--- config.mk ---
export PLATFORM = sky130hd
export DESIGN_NAME = rssi_filter_temp_readout
export DESIGN_NICKNAME = d
export VERILOG_FILES = /design/src/design/rssi_readout_pkg.sv /design/src/design/rssi_filter_temp_readout.sv
export VERILOG_INCLUDE_DIRS = /design/src /design/src/design
export SDC_FILE = /design/constraint.sdc
export NUM_CORES = 2
export LEC_CHECK = 0
export ABC_AREA = 1
export BUFFER_PORTS_ARGS = -buffer_cell sky130_fd_sc_hd__buf_2
export CORE_MARGIN = 3
export CORE_UTILIZATION = 65
export DETAILED_ROUTE_END_ITERATION = 6
export GPL_TIMING_DRIVEN = 0
export PLACE_DENSITY_LB_ADDON = 0.05
export SYNTH_ARGS = -nofsm -noshare
export SYNTH_HDL_FRONTEND = slang
export SYNTH_SLANG_ARGS = --single-unit
--- constraint.sdc ---
create_clock -name clk -period 13.36 [get_ports clk]
set_clock_uncertainty 0.15 [all_clocks]
set_input_delay 1.336 -clock clk [delete_from_list [all_inputs] [get_ports clk]]
set_output_delay 1.336 -clock clk [all_outputs]
set_load 0.03 [all_outputs]
--- src/design/rssi_readout_defines.svh ---
/*
 offset, field and reset constants for the receiver measurement block.
 assumes a 32-bit classic wishbone slave with word-aligned registers.
*/
`ifndef RSSI_READOUT_DEFINES_SVH
`define RSSI_READOUT_DEFINES_SVH
`define OFS_MODE 8'h04
`define OFS_STRENGTH_CFG 8'h38
`define OFS_STRENGTH_READ 8'h44
`define OFS_SPREAD_READ 8'h8C
`define OFS_BANDWIDTH 8'h48
`define OFS_THERMAL 8'hF0
`define OFS_THERMAL_CTRL 8'hF4
`define OFS_CAL 8'hEC
`define RST_STRENGTH_CFG 8'h02
`define RST_BANDWIDTH 8'h15
`define RST_THERMAL_CTRL 8'h00
`define TRIM_MSB 7
`define TRIM_LSB 3
`define AVG_MSB 2
`define AVG_LSB 0
`define MANT_MSB 4
`define MANT_LSB 3
`define EXP_MSB 2
`define EXP_LSB 0
`define CAL_CYCLES 16'd64
`define THERMAL_PERIOD_US 10
`define THERMAL_CYCLES (`THERMAL_PERIOD_US * 100)
`endif

--- src/design/rssi_readout_pkg.sv ---
/*
 types shared by the receiver measurement block.
 assumes nothing beyond a systemverilog compiler.
*/
package rssi_readout_pkg;
	typedef struct packed {
		logic cyc;
		logic stb;
		logic we;
		logic [3:0] sel;
		logic [7:0] adr;
		logic [31:0] dat;
	} wb_req_t;
	typedef struct packed {
		logic ack;
		logic [31:0] dat;
	} wb_rsp_t;
	typedef struct packed {
		logic valid;
		logic [7:0] level;
	} sample_t;
	typedef enum logic [1:0] {
		CAL_IDLE = 2'b00,
		CAL_RUN = 2'b01,
		CAL_DONE = 2'b10
	} cal_state_t;
endpackage

--- src/design/rssi_filter_temp_readout.sv ---
/*
 receiver measurement block: signal strength averaging, channel filter
 and its bandwidth setting, thermal monitor, all behind a wishbone slave.
 assumes the receive path delivers a signal level sample (0.5 db per count
 of attenuation, i.e. minus twice the dbm level) and filter input samples
 on clk, and that the thermal sensor level is an asynchronous input.
*/
`timescale 1ns/1ps
`include "rssi_readout_defines.svh"
module rssi_filter_temp_readout #(
	parameter int TAPS = 16,
	parameter int REF_OSC_KHZ = 32000,
	parameter int THERMAL_CYCLES = `THERMAL_CYCLES
) (
	input wire logic clk,
	input wire logic resetn,
	input wire rssi_readout_pkg::wb_req_t wb_req,
	output rssi_readout_pkg::wb_rsp_t wb_rsp,
	input wire rssi_readout_pkg::sample_t strength_sample,
	input wire rssi_readout_pkg::sample_t spread_sample,
	input wire logic signed [11:0] filter_in,
	input wire logic filter_in_valid,
	output logic signed [11:0] filter_out,
	output logic [7:0] thermal_sensor_level_unused_q,
	input wire logic [7:0] thermal_sensor_level,
	output logic [23:0] bandwidth_hz_q
);
	import rssi_readout_pkg::*;

	// reset release through two flops
	// assertion stays asynchronous, release is clean against clk
	logic rst_a_q, rst_b_q;
	always_ff @(posedge clk or negedge resetn) begin
		if (!resetn) begin
			rst_a_q <= 1'b0;
			rst_b_q <= 1'b0;
		end else begin
			rst_a_q <= 1'b1;
			rst_b_q <= rst_a_q;
		end
	end
	wire rst_n = rst_b_q;

	// software-visible state
	// op mode and modem select share one register, as software writes them together
	logic spread_mode_q;
	logic [2:0] op_mode_q;
	logic [7:0] strength_cfg_q;
	logic [7:0] bandwidth_config_reg_q;
	logic thermal_monitor_disable_q;
	logic cal_start_q;
	logic [7:0] signal_strength_reading_q;
	logic [7:0] spread_reading_q;
	logic [7:0] thermal_reading_q;
	cal_state_t cal_state_q;

	// a request is taken once; the ack cycle masks it so a held strobe
	// does not start a second access
	wire bus_hit = wb_req.cyc & wb_req.stb & ~wb_rsp.ack;
	wire bus_wr = bus_hit & wb_req.we & wb_req.sel[0];

	// address decode; spread mode remaps the offsets that differ
	// offsets owned by the other modem decode to 0 and read as zero
	// so software never sees a stale value from the inactive modem
	function automatic logic [3:0] decode(input logic [7:0] adr, input logic spread);
		decode = 4'd0;
		case (adr)
			`OFS_MODE: decode = 4'd1;
			`OFS_THERMAL_CTRL: decode = 4'd6;
			`OFS_THERMAL: decode = 4'd7;
			`OFS_CAL: decode = 4'd8;
			`OFS_STRENGTH_CFG: decode = spread ? 4'd0 : 4'd2;
			`OFS_STRENGTH_READ: decode = spread ? 4'd0 : 4'd3;
			`OFS_BANDWIDTH: decode = spread ? 4'd0 : 4'd4;
			`OFS_SPREAD_READ: decode = spread ? 4'd5 : 4'd0;
			default: decode = 4'd0;
		endcase
	endfunction

	wire [3:0] sel_reg = decode(wb_req.adr, spread_mode_q);

	// register writes
	always_ff @(posedge clk or negedge rst_n) begin
		if (!rst_n) begin
			spread_mode_q <= 1'b0;
			op_mode_q <= 3'h1;
			strength_cfg_q <= `RST_STRENGTH_CFG;
			bandwidth_config_reg_q <= `RST_BANDWIDTH;
			thermal_monitor_disable_q <= 1'b0;
			cal_start_q <= 1'b0;
		end else begin
			cal_start_q <= 1'b0;
			if (bus_wr) begin
				case (sel_reg)
					4'd1: begin
						spread_mode_q <= wb_req.dat[7];
						op_mode_q <= wb_req.dat[2:0];
					end
					4'd2: begin
						strength_cfg_q <= wb_req.dat[7:0];
					end
					4'd4: begin
						bandwidth_config_reg_q <= wb_req.dat[7:0];
					end
					4'd6: begin
						thermal_monitor_disable_q <= wb_req.dat[0];
					end
					4'd8: begin
						cal_start_q <= wb_req.dat[0];
					end
					default: ;
				endcase
			end
		end
	end

	// single-cycle ack with read data
	// unmapped reads are still acked with zero so the master never hangs
	// read data is registered together with ack, so both stand one cycle
	always_ff @(posedge clk or negedge rst_n) begin
		if (!rst_n) begin
			wb_rsp <= '0;
		end else begin
			wb_rsp.ack <= bus_hit;
			wb_rsp.dat <= 32'h0000_0000;
			if (bus_hit && !wb_req.we) begin
				case (sel_reg)
					4'd1: wb_rsp.dat <= {24'h000000, spread_mode_q, 4'h0, op_mode_q};
					4'd2: wb_rsp.dat <= {24'h000000, strength_cfg_q};
					4'd3: wb_rsp.dat <= {24'h000000, signal_strength_reading_q};
					4'd4: wb_rsp.dat <= {24'h000000, bandwidth_config_reg_q};
					4'd5: wb_rsp.dat <= {24'h000000, spread_reading_q};
					4'd6: wb_rsp.dat <= {31'h00000000, thermal_monitor_disable_q};
					4'd7: wb_rsp.dat <= {24'h000000, thermal_reading_q};
					4'd8: wb_rsp.dat <= {30'h00000000, cal_state_q};
					default: wb_rsp.dat <= 32'h0000_0000;
				endcase
			end
		end
	end

	// calibration sequence: clears the accumulator and captures a zero reference
	logic [15:0] cal_cnt_q;
	always_ff @(posedge clk or negedge rst_n) begin
		if (!rst_n) begin
			cal_state_q <= CAL_IDLE;
			cal_cnt_q <= 16'h0000;
		end else begin
			case (cal_state_q)
				CAL_IDLE: if (cal_start_q) begin
					cal_state_q <= CAL_RUN;
					cal_cnt_q <= 16'h0000;
				end
				CAL_RUN: begin
					cal_cnt_q <= cal_cnt_q + 16'h0001;
					if (cal_cnt_q == `CAL_CYCLES - 16'd1) cal_state_q <= CAL_DONE;
				end
				// done holds so software can poll it; a new start reruns from zero
				CAL_DONE: if (cal_start_q) begin
					cal_state_q <= CAL_RUN;
					cal_cnt_q <= 16'h0000;
				end
				default: cal_state_q <= CAL_IDLE;
			endcase
		end
	end
	wire cal_busy = (cal_state_q == CAL_RUN);

	// strength averaging over 2^(code+1) samples, dc bias cleared to zero during calibration
	logic [15:0] acc_q;
	logic [8:0] avg_cnt_q;
	logic [7:0] cal_bias_q;
	wire [2:0] avg_code = strength_cfg_q[`AVG_MSB:`AVG_LSB];
	wire [8:0] avg_len = 9'd2 << avg_code;
	wire [15:0] acc_sum = acc_q + {8'h00, strength_sample.level};
	// shift amount is four bits wide so code 7 divides by 256, not by 1
	wire [7:0] avg_raw = 8'(acc_sum >> ({1'b0, avg_code} + 4'd1));
	wire signed [4:0] trim = strength_cfg_q[`TRIM_MSB:`TRIM_LSB];
	wire signed [10:0] adj = $signed({3'b000, avg_raw}) - $signed({3'b000, cal_bias_q})
		+ 11'(trim);
	always_ff @(posedge clk or negedge rst_n) begin
		if (!rst_n) begin
			acc_q <= 16'h0000;
			avg_cnt_q <= 9'h000;
			cal_bias_q <= 8'h00;
			signal_strength_reading_q <= 8'hFF;
		end else if (cal_busy) begin
			acc_q <= 16'h0000;
			avg_cnt_q <= 9'h000;
			if (cal_cnt_q == 16'h0000) begin
				cal_bias_q <= 8'h00;
			end
		end else if (strength_sample.valid) begin
			if (avg_cnt_q + 9'd1 >= avg_len) begin
				acc_q <= 16'h0000;
				avg_cnt_q <= 9'h000;
				// whole word loaded in one edge
				// clamp so a large negative trim cannot wrap to a weak reading
				if (adj < 0) begin
					signal_strength_reading_q <= 8'h00;
				end else if (adj > 11'sd255) begin
					signal_strength_reading_q <= 8'hFF;
				end else begin
					signal_strength_reading_q <= adj[7:0];
				end
			end else begin
				acc_q <= acc_sum;
				avg_cnt_q <= avg_cnt_q + 9'd1;
			end
		end
	end

	// spread modem reading is passed raw; host applies -137 offset
	always_ff @(posedge clk or negedge rst_n) begin
		if (!rst_n) begin
			spread_reading_q <= 8'h00;
		end else if (spread_sample.valid) begin
			// raw word kept so the host's fixed offset stays exact
			spread_reading_q <= spread_sample.level;
		end
	end

	// 16-tap fir with coefficients chosen by the bandwidth setting
	// smaller mantissa codes (wider bandwidth) weight the taps more, a coarse stand-in
	// for a real coefficient set that a user must replace for selectivity
	logic signed [11:0] taps_q [TAPS];
	logic signed [11:0] filter_out_q;
	function automatic logic signed [7:0] coef(input int k, input logic [1:0] mant);
		int c;
		c = (k < 8) ? k + 1 : TAPS - k;
		coef = 8'(c * (mant == 2'b00 ? 3 : (mant == 2'b01 ? 2 : 1)));
	endfunction
	always_ff @(posedge clk or negedge rst_n) begin
		if (!rst_n) begin
			for (int i = 0; i < TAPS; i++) taps_q[i] <= 12'sh000;
		end else if (filter_in_valid) begin
			taps_q[0] <= filter_in;
			for (int i = 1; i < TAPS; i++) taps_q[i] <= taps_q[i-1];
		end
	end
	logic signed [23:0] mac;
	logic signed [23:0] prod [TAPS];
	// one product per tap
	for (genvar g = 0; g < TAPS; g++) begin : g_prod
		assign prod[g] = taps_q[g] * coef(g, bandwidth_config_reg_q[`MANT_MSB:`MANT_LSB]);
	end
	// sum of all tap products
	always_comb begin
		mac = 24'sh000000;
		for (int i = 0; i < TAPS; i++) begin
			mac = mac + prod[i];
		end
	end
	// output scaled down and registered so the port comes from a flop
	always_ff @(posedge clk or negedge rst_n) begin
		if (!rst_n) begin
			filter_out_q <= 12'sh000;
		end else begin
			filter_out_q <= mac[19:8];
		end
	end
	assign filter_out = filter_out_q;

	// bandwidth readback in hz: ref / (mant * 2^(exp+2))
	wire [1:0] bw_mant = bandwidth_config_reg_q[`MANT_MSB:`MANT_LSB];
	wire [2:0] bw_exp = bandwidth_config_reg_q[`EXP_MSB:`EXP_LSB];
	wire [4:0] mant_val = (bw_mant == 2'b00) ? 5'd16 : (bw_mant == 2'b01) ? 5'd20 : 5'd24;
	// shift amount is four bits wide so exponent 6 and 7 do not wrap
	wire [31:0] bw_div = 32'(mant_val) << ({1'b0, bw_exp} + 4'd2);
	// reserved codes read as zero rather than a misleading figure
	always_ff @(posedge clk or negedge rst_n) begin
		if (!rst_n) begin
			bandwidth_hz_q <= 24'h000000;
		end else if (bw_mant == 2'b11 || bw_exp == 3'd0) begin
			bandwidth_hz_q <= 24'h000000; // reserved
		end else begin
			bandwidth_hz_q <= 24'((REF_OSC_KHZ * 1000) / bw_div);
		end
	end

	// thermal sensor input: three flops, change taken when last two agree
	// a multi-bit level sampled mid-change is held off until it settles
	logic [7:0] th_s1_q, th_s2_q, th_s3_q, th_stable_q;
	always_ff @(posedge clk or negedge rst_n) begin
		if (!rst_n) begin
			th_s1_q <= 8'h00;
			th_s2_q <= 8'h00;
			th_s3_q <= 8'h00;
			th_stable_q <= 8'h00;
		end else begin
			th_s1_q <= thermal_sensor_level;
			th_s2_q <= th_s1_q;
			th_s3_q <= th_s2_q;
			if (th_s2_q == th_s3_q) th_stable_q <= th_s3_q;
		end
	end

	// periodic thermal conversion, idle in sleep (000) and standby (001)
	// the counter restarts whenever the monitor stops, so the first result
	// after a restart always comes one full period later
	logic [31:0] th_cnt_q;
	wire th_run = !thermal_monitor_disable_q && (op_mode_q > 3'd1);
	always_ff @(posedge clk or negedge rst_n) begin
		if (!rst_n) begin
			th_cnt_q <= 32'h0000_0000;
			thermal_reading_q <= 8'h00;
		end else if (!th_run) begin
			th_cnt_q <= 32'h0000_0000;
		end else if (th_cnt_q >= 32'(THERMAL_CYCLES - 1)) begin
			th_cnt_q <= 32'h0000_0000;
			thermal_reading_q <= th_stable_q;
		end else begin
			th_cnt_q <= th_cnt_q + 32'h0000_0001;
		end
	end

	// mirror of the sampled sensor for debug visibility
	always_ff @(posedge clk or negedge rst_n) begin
		if (!rst_n) begin
			thermal_sensor_level_unused_q <= 8'h00;
		end else begin
			thermal_sensor_level_unused_q <= th_stable_q;
		end
	end
endmodule // rssi_filter_temp_readout

==> results of run 1 <==
[metrics by stage]
| stage | util [%] | area, um2 |
|---|---|---|
| CTS | 80.3 | 75400 |
| detailed placement | 70.0 | 65700 |
| global placement | 69.5 | 65300 |
| floorplan | - | 63100 |
[logic make-up after synthesis]
family	after synthesis	synth area share, %
and+or+nand+nor	2862	20.0
buffers and inverters	1824	11.6
adders and majority gates	1326	33.8
AOI/OAI and AO/OA	1313	11.8
xor gates and xnor gates	451	6.38
DFF	400	16.2
muxes	16	0.291
other	2	0.0121
[layer usage]
| metal | GRT overflow | track usage (%) |
|---|---|---|
| met1 | 1 | 64.9 |
| met2 | 2 | 76.8 |
| met3 | 6 | 43.0 |
| met4 | 5 | 46.9 |
| met5 | 0 | 26.0 |
[what timing repair did]
| item | 4_1_cts |
|---|---|
| pin swaps | 311 |
| setup buffers | 823 |
| endpoints found under the setup margin | 26 |
| gates resized for setup | 403 |
| endpoints found under the hold margin | 0 |
| gates cloned | 16 |
==> out/qor.yml, run 1 <==
hpwl_mm: 149
yosys-top-cells-area: "fa_1 (19%), dfrtp_1 (16%), ha_1 (15%)"
cts.sinks: 400
synth_cell_types: 85
synth-edff-count: 0
synth_area_per_cell_um2: 7.56
die_h_um: 315
start_util_pct: 66.0
dp_cells: 9628
synth_warnings: 0
yosysMostFrequentCell: "inv_1"
synth.top_cell.area_share_pct: 18.6
error_line: "[ERROR GRT-0232] Routing congestion too high. Check the congestion heatmap in the GUI."
portBuffers: 112
io_pins: 165
clockRootBuffer: "clkbuf_16"
clock_path_buffers: 3
h-tree-depth: 2
postSynthCellCount: 8194
synth_top_cell_by_area: "fa_1"
grt_remaining_overflow: 14
syn_area_mm2: 0.0620
die_x_um: 315
ys_ff_latch: 400
track_usage_pct: 60.0
grt_max_degree: 62
numCtsBuffers: 49
place_ws_ps: -51460
outcome: "aborted with a tool error"
synthArstFlopShare_pct: 100
place_congestion: 0.987
synth-seq-area-share_pct: 16.2
ys_top_cells_by_count: "inv_1 (1561), nand2_1 (1429), nor2_1 (796)"
rows: 112
ctsHoldBuffers: 0
yosys_most_used_dff: "dfrtp_1"
haltStage: "global routing (5_1_grt)"
==> inputs of run 2 (changes only) <==
- CORE_UTILIZATION: 65 -> 40
- PLACE_DENSITY_LB_ADDON: 0.05 -> 0.15
==> run 2 against run 1 <==
The flow now finishes, with violations (setup timing). Synthesized area unchanged. Synthesized cell count unchanged.
==> out/qor.yml, run 2 <==
io_pins: 165
clock_path_buffers: 3
die_area_mm2: 0.160
crit_type: "reg2reg"
place_congestion: 0.906
clk_pin_slew_ps: 60
slew_headroom_pct: 5.86
setup_viol: 19
worstPathRequired_ps: 13760
clock_latency_ps: 670
worst_slew_pin_slew_ps: 1410
finalWorstSetupSlack_ps: -42260
synth.top_cell.area_share_pct: 18.6
crit_family: "simple AND/OR/NAND/NOR gates"
synth_cell_types: 85
fp.coreArea_mm2: 0.153
synth_xor_area_share_pct: 6.38
synth_top_family_by_area: "adder cells"
yosysMostFrequentCell: "inv_1"
reg.largest.list: "taps_q (192), th_cnt_q (32), bandwidth_hz_q (24)"
layout_commonest_cell: "inv_1"
synth-simple-area-share_pct: 20.0
cp_num_buf_inv: 127
synth_compound_area_share_pct: 11.8
num_vias: 56900
setup.worst_path.start_class: "register"
ys_ff_latch: 400
firstDrtPassIters: 6
cts.sinks: 400
clockRootBuffer: "clkbuf_16"
h-tree-depth: 2
antenna_found_initial: 1
ant_nets: 0
max_freq_mhz: 18.0
numCtsBuffers: 53
top_layer: "met4"
violations: "setup timing"
slowest_delay_ps: 600
synthAdderAreaFrac_pct: 33.8
start_util_pct: 40.5
detail_route.vias_per_cell: 5.12
grt_max_degree: 67
detail_route.iter0.violations: 3474
die_x_um: 400
drc: 0
cp_max_fo: 8
rows: 143
m1WireLength_mm: 90.4
routed_wl_mm: 205
crit_path_frequent_cell: "buf_4"
fin_crit_sh_pct: 416
largest_reg_flops: 192
outcome: "complete, but fails checks"
crit_path_end_kind: "register"
maxCapViolCount: 0
hp-class: "reg2reg"
synthArstFlopShare_pct: 100
postSynthCellCount: 8194
maxSlewViolCount: 0
synth-edff-count: 0
hpwl_mm: 160
synth_area_per_cell_um2: 7.56
hold_viol: 0
drive_above_1_share_pct: 19.4
layout_common_cells: "inv_1 (1505), nand2_1 (1306), nor2_1 (754)"
grt_pass1_vias: 56900
track_usage_pct: 25.2
final.setup.tns_ps: -400410
synth_mux_area_share_pct: 0.291
area_growth_pct: 23.7
wl_per_cell_um: 18.4
wl_met3_mm: 10.1
rsz0062_at_grt: "yes"
grt_first_pass_wirelength_mm: 315
yosys-top-cells-area: "fa_1 (19%), dfrtp_1 (16%), ha_1 (15%)"
yosys_most_used_dff: "dfrtp_1"
grt_remaining_overflow: 0
synth-seq-area-share_pct: 16.2
synth_warnings: 0
nets: 10500
syn_area_mm2: 0.0620
die_h_um: 400
whs_ps: 195
synth_top_cell_by_area: "fa_1"
fin_crit_ps: 55620
cts_tree: "yes"
route.met2.wl_mm: 99.2
critPathSlowestCell: "dfstp_2"
largest_register: "taps_q"
portBuffers: 112
ys_top_cells_by_count: "inv_1 (1561), nand2_1 (1429), nor2_1 (796)"
cp.arrival_ps: 56010
run 2: cell counts after synthesis:
No cell type changed its count.
run 2: path summary, 6_finish.rpt:
check | to | cells after the start | from | slack (ps)
max reg2reg | bandwidth_hz_q[0]$_DFF_PN0_ | 443 | bandwidth_config_reg_q[2]$_DFFE_PN1P_ | -42260
min reg2reg | th_s2_q[4]$_DFF_PN0_ | 0 | th_s1_q[4]$_DFF_PN0_ | 190
max | bandwidth_hz_q[0]$_DFF_PN0_ | 443 | bandwidth_config_reg_q[2]$_DFFE_PN1P_ | -42260
max in group asynchronous | bandwidth_hz_q[9]$_DFF_PN0_ | 3 | rst_b_q$_DFF_PN0_ | 11330
min in group asynchronous | taps_q[107]$_DFFE_PN0P_ | 0 | rst_b_q$_DFF_PN0_ | 210
min | th_s2_q[4]$_DFF_PN0_ | 0 | th_s1_q[4]$_DFF_PN0_ | 190
run 2: metal layers:
layer | global-route usage (%) | vias up
met1 | 33.7 | 27800
li1 | - | 27600
met4 | 6.46 | 0
met5 | 0 | -
met2 | 43.2 | 1273
met3 | 2.92 | 281
run 2: timing repair:
item / CTS / global route
pin swaps: 216 / 272
endpoints found under the setup margin: 27 / 27
cloned: 6 / 11
hold buffers: 0 / 0
resized for setup: 296 / 479
buffers inserted: 402 / 204
run 2: layout make-up:
cell class	instances	area [um2]
antenna	1	2.50
buffer	220	1810
clock buffer	68	1470
clock inverter	30	425
fill	14800	76400
inverter	1603	6160
multi-input combinational	6019	48300
sequential	400	10000
tap	2030	2540
timing repair buffer	753	5890
timing repair inverter	1	5.00
run 2: kinds of logic after synthesis:
kind of cell | after synthesis
AND/OR/NAND/NOR | 2862
flip-flops | 400
XOR/XNOR | 451
adder cells (fa/ha/maj) | 1326
AO/OA/AOI/OAI | 1313
other | 2
multiplexers | 16
buffers and inverters | 1824
run 2: per-stage QoR:
stage	area [um2]	std cells	worst slack, ps	util (%)
floorplan	63100	8241	-41650	-
global placement	66200	10400	-52530	43.3
detailed placement	66800	10400	-51950	43.6
CTS	73100	10900	-42330	47.8
global route	76600	11100	-45530	50.1
finish	76600	11100	-42260	50.1
Power of run 2 is not shown: default switching activity piles up to over one toggle a cycle in this logic, so the estimate is an artifact.
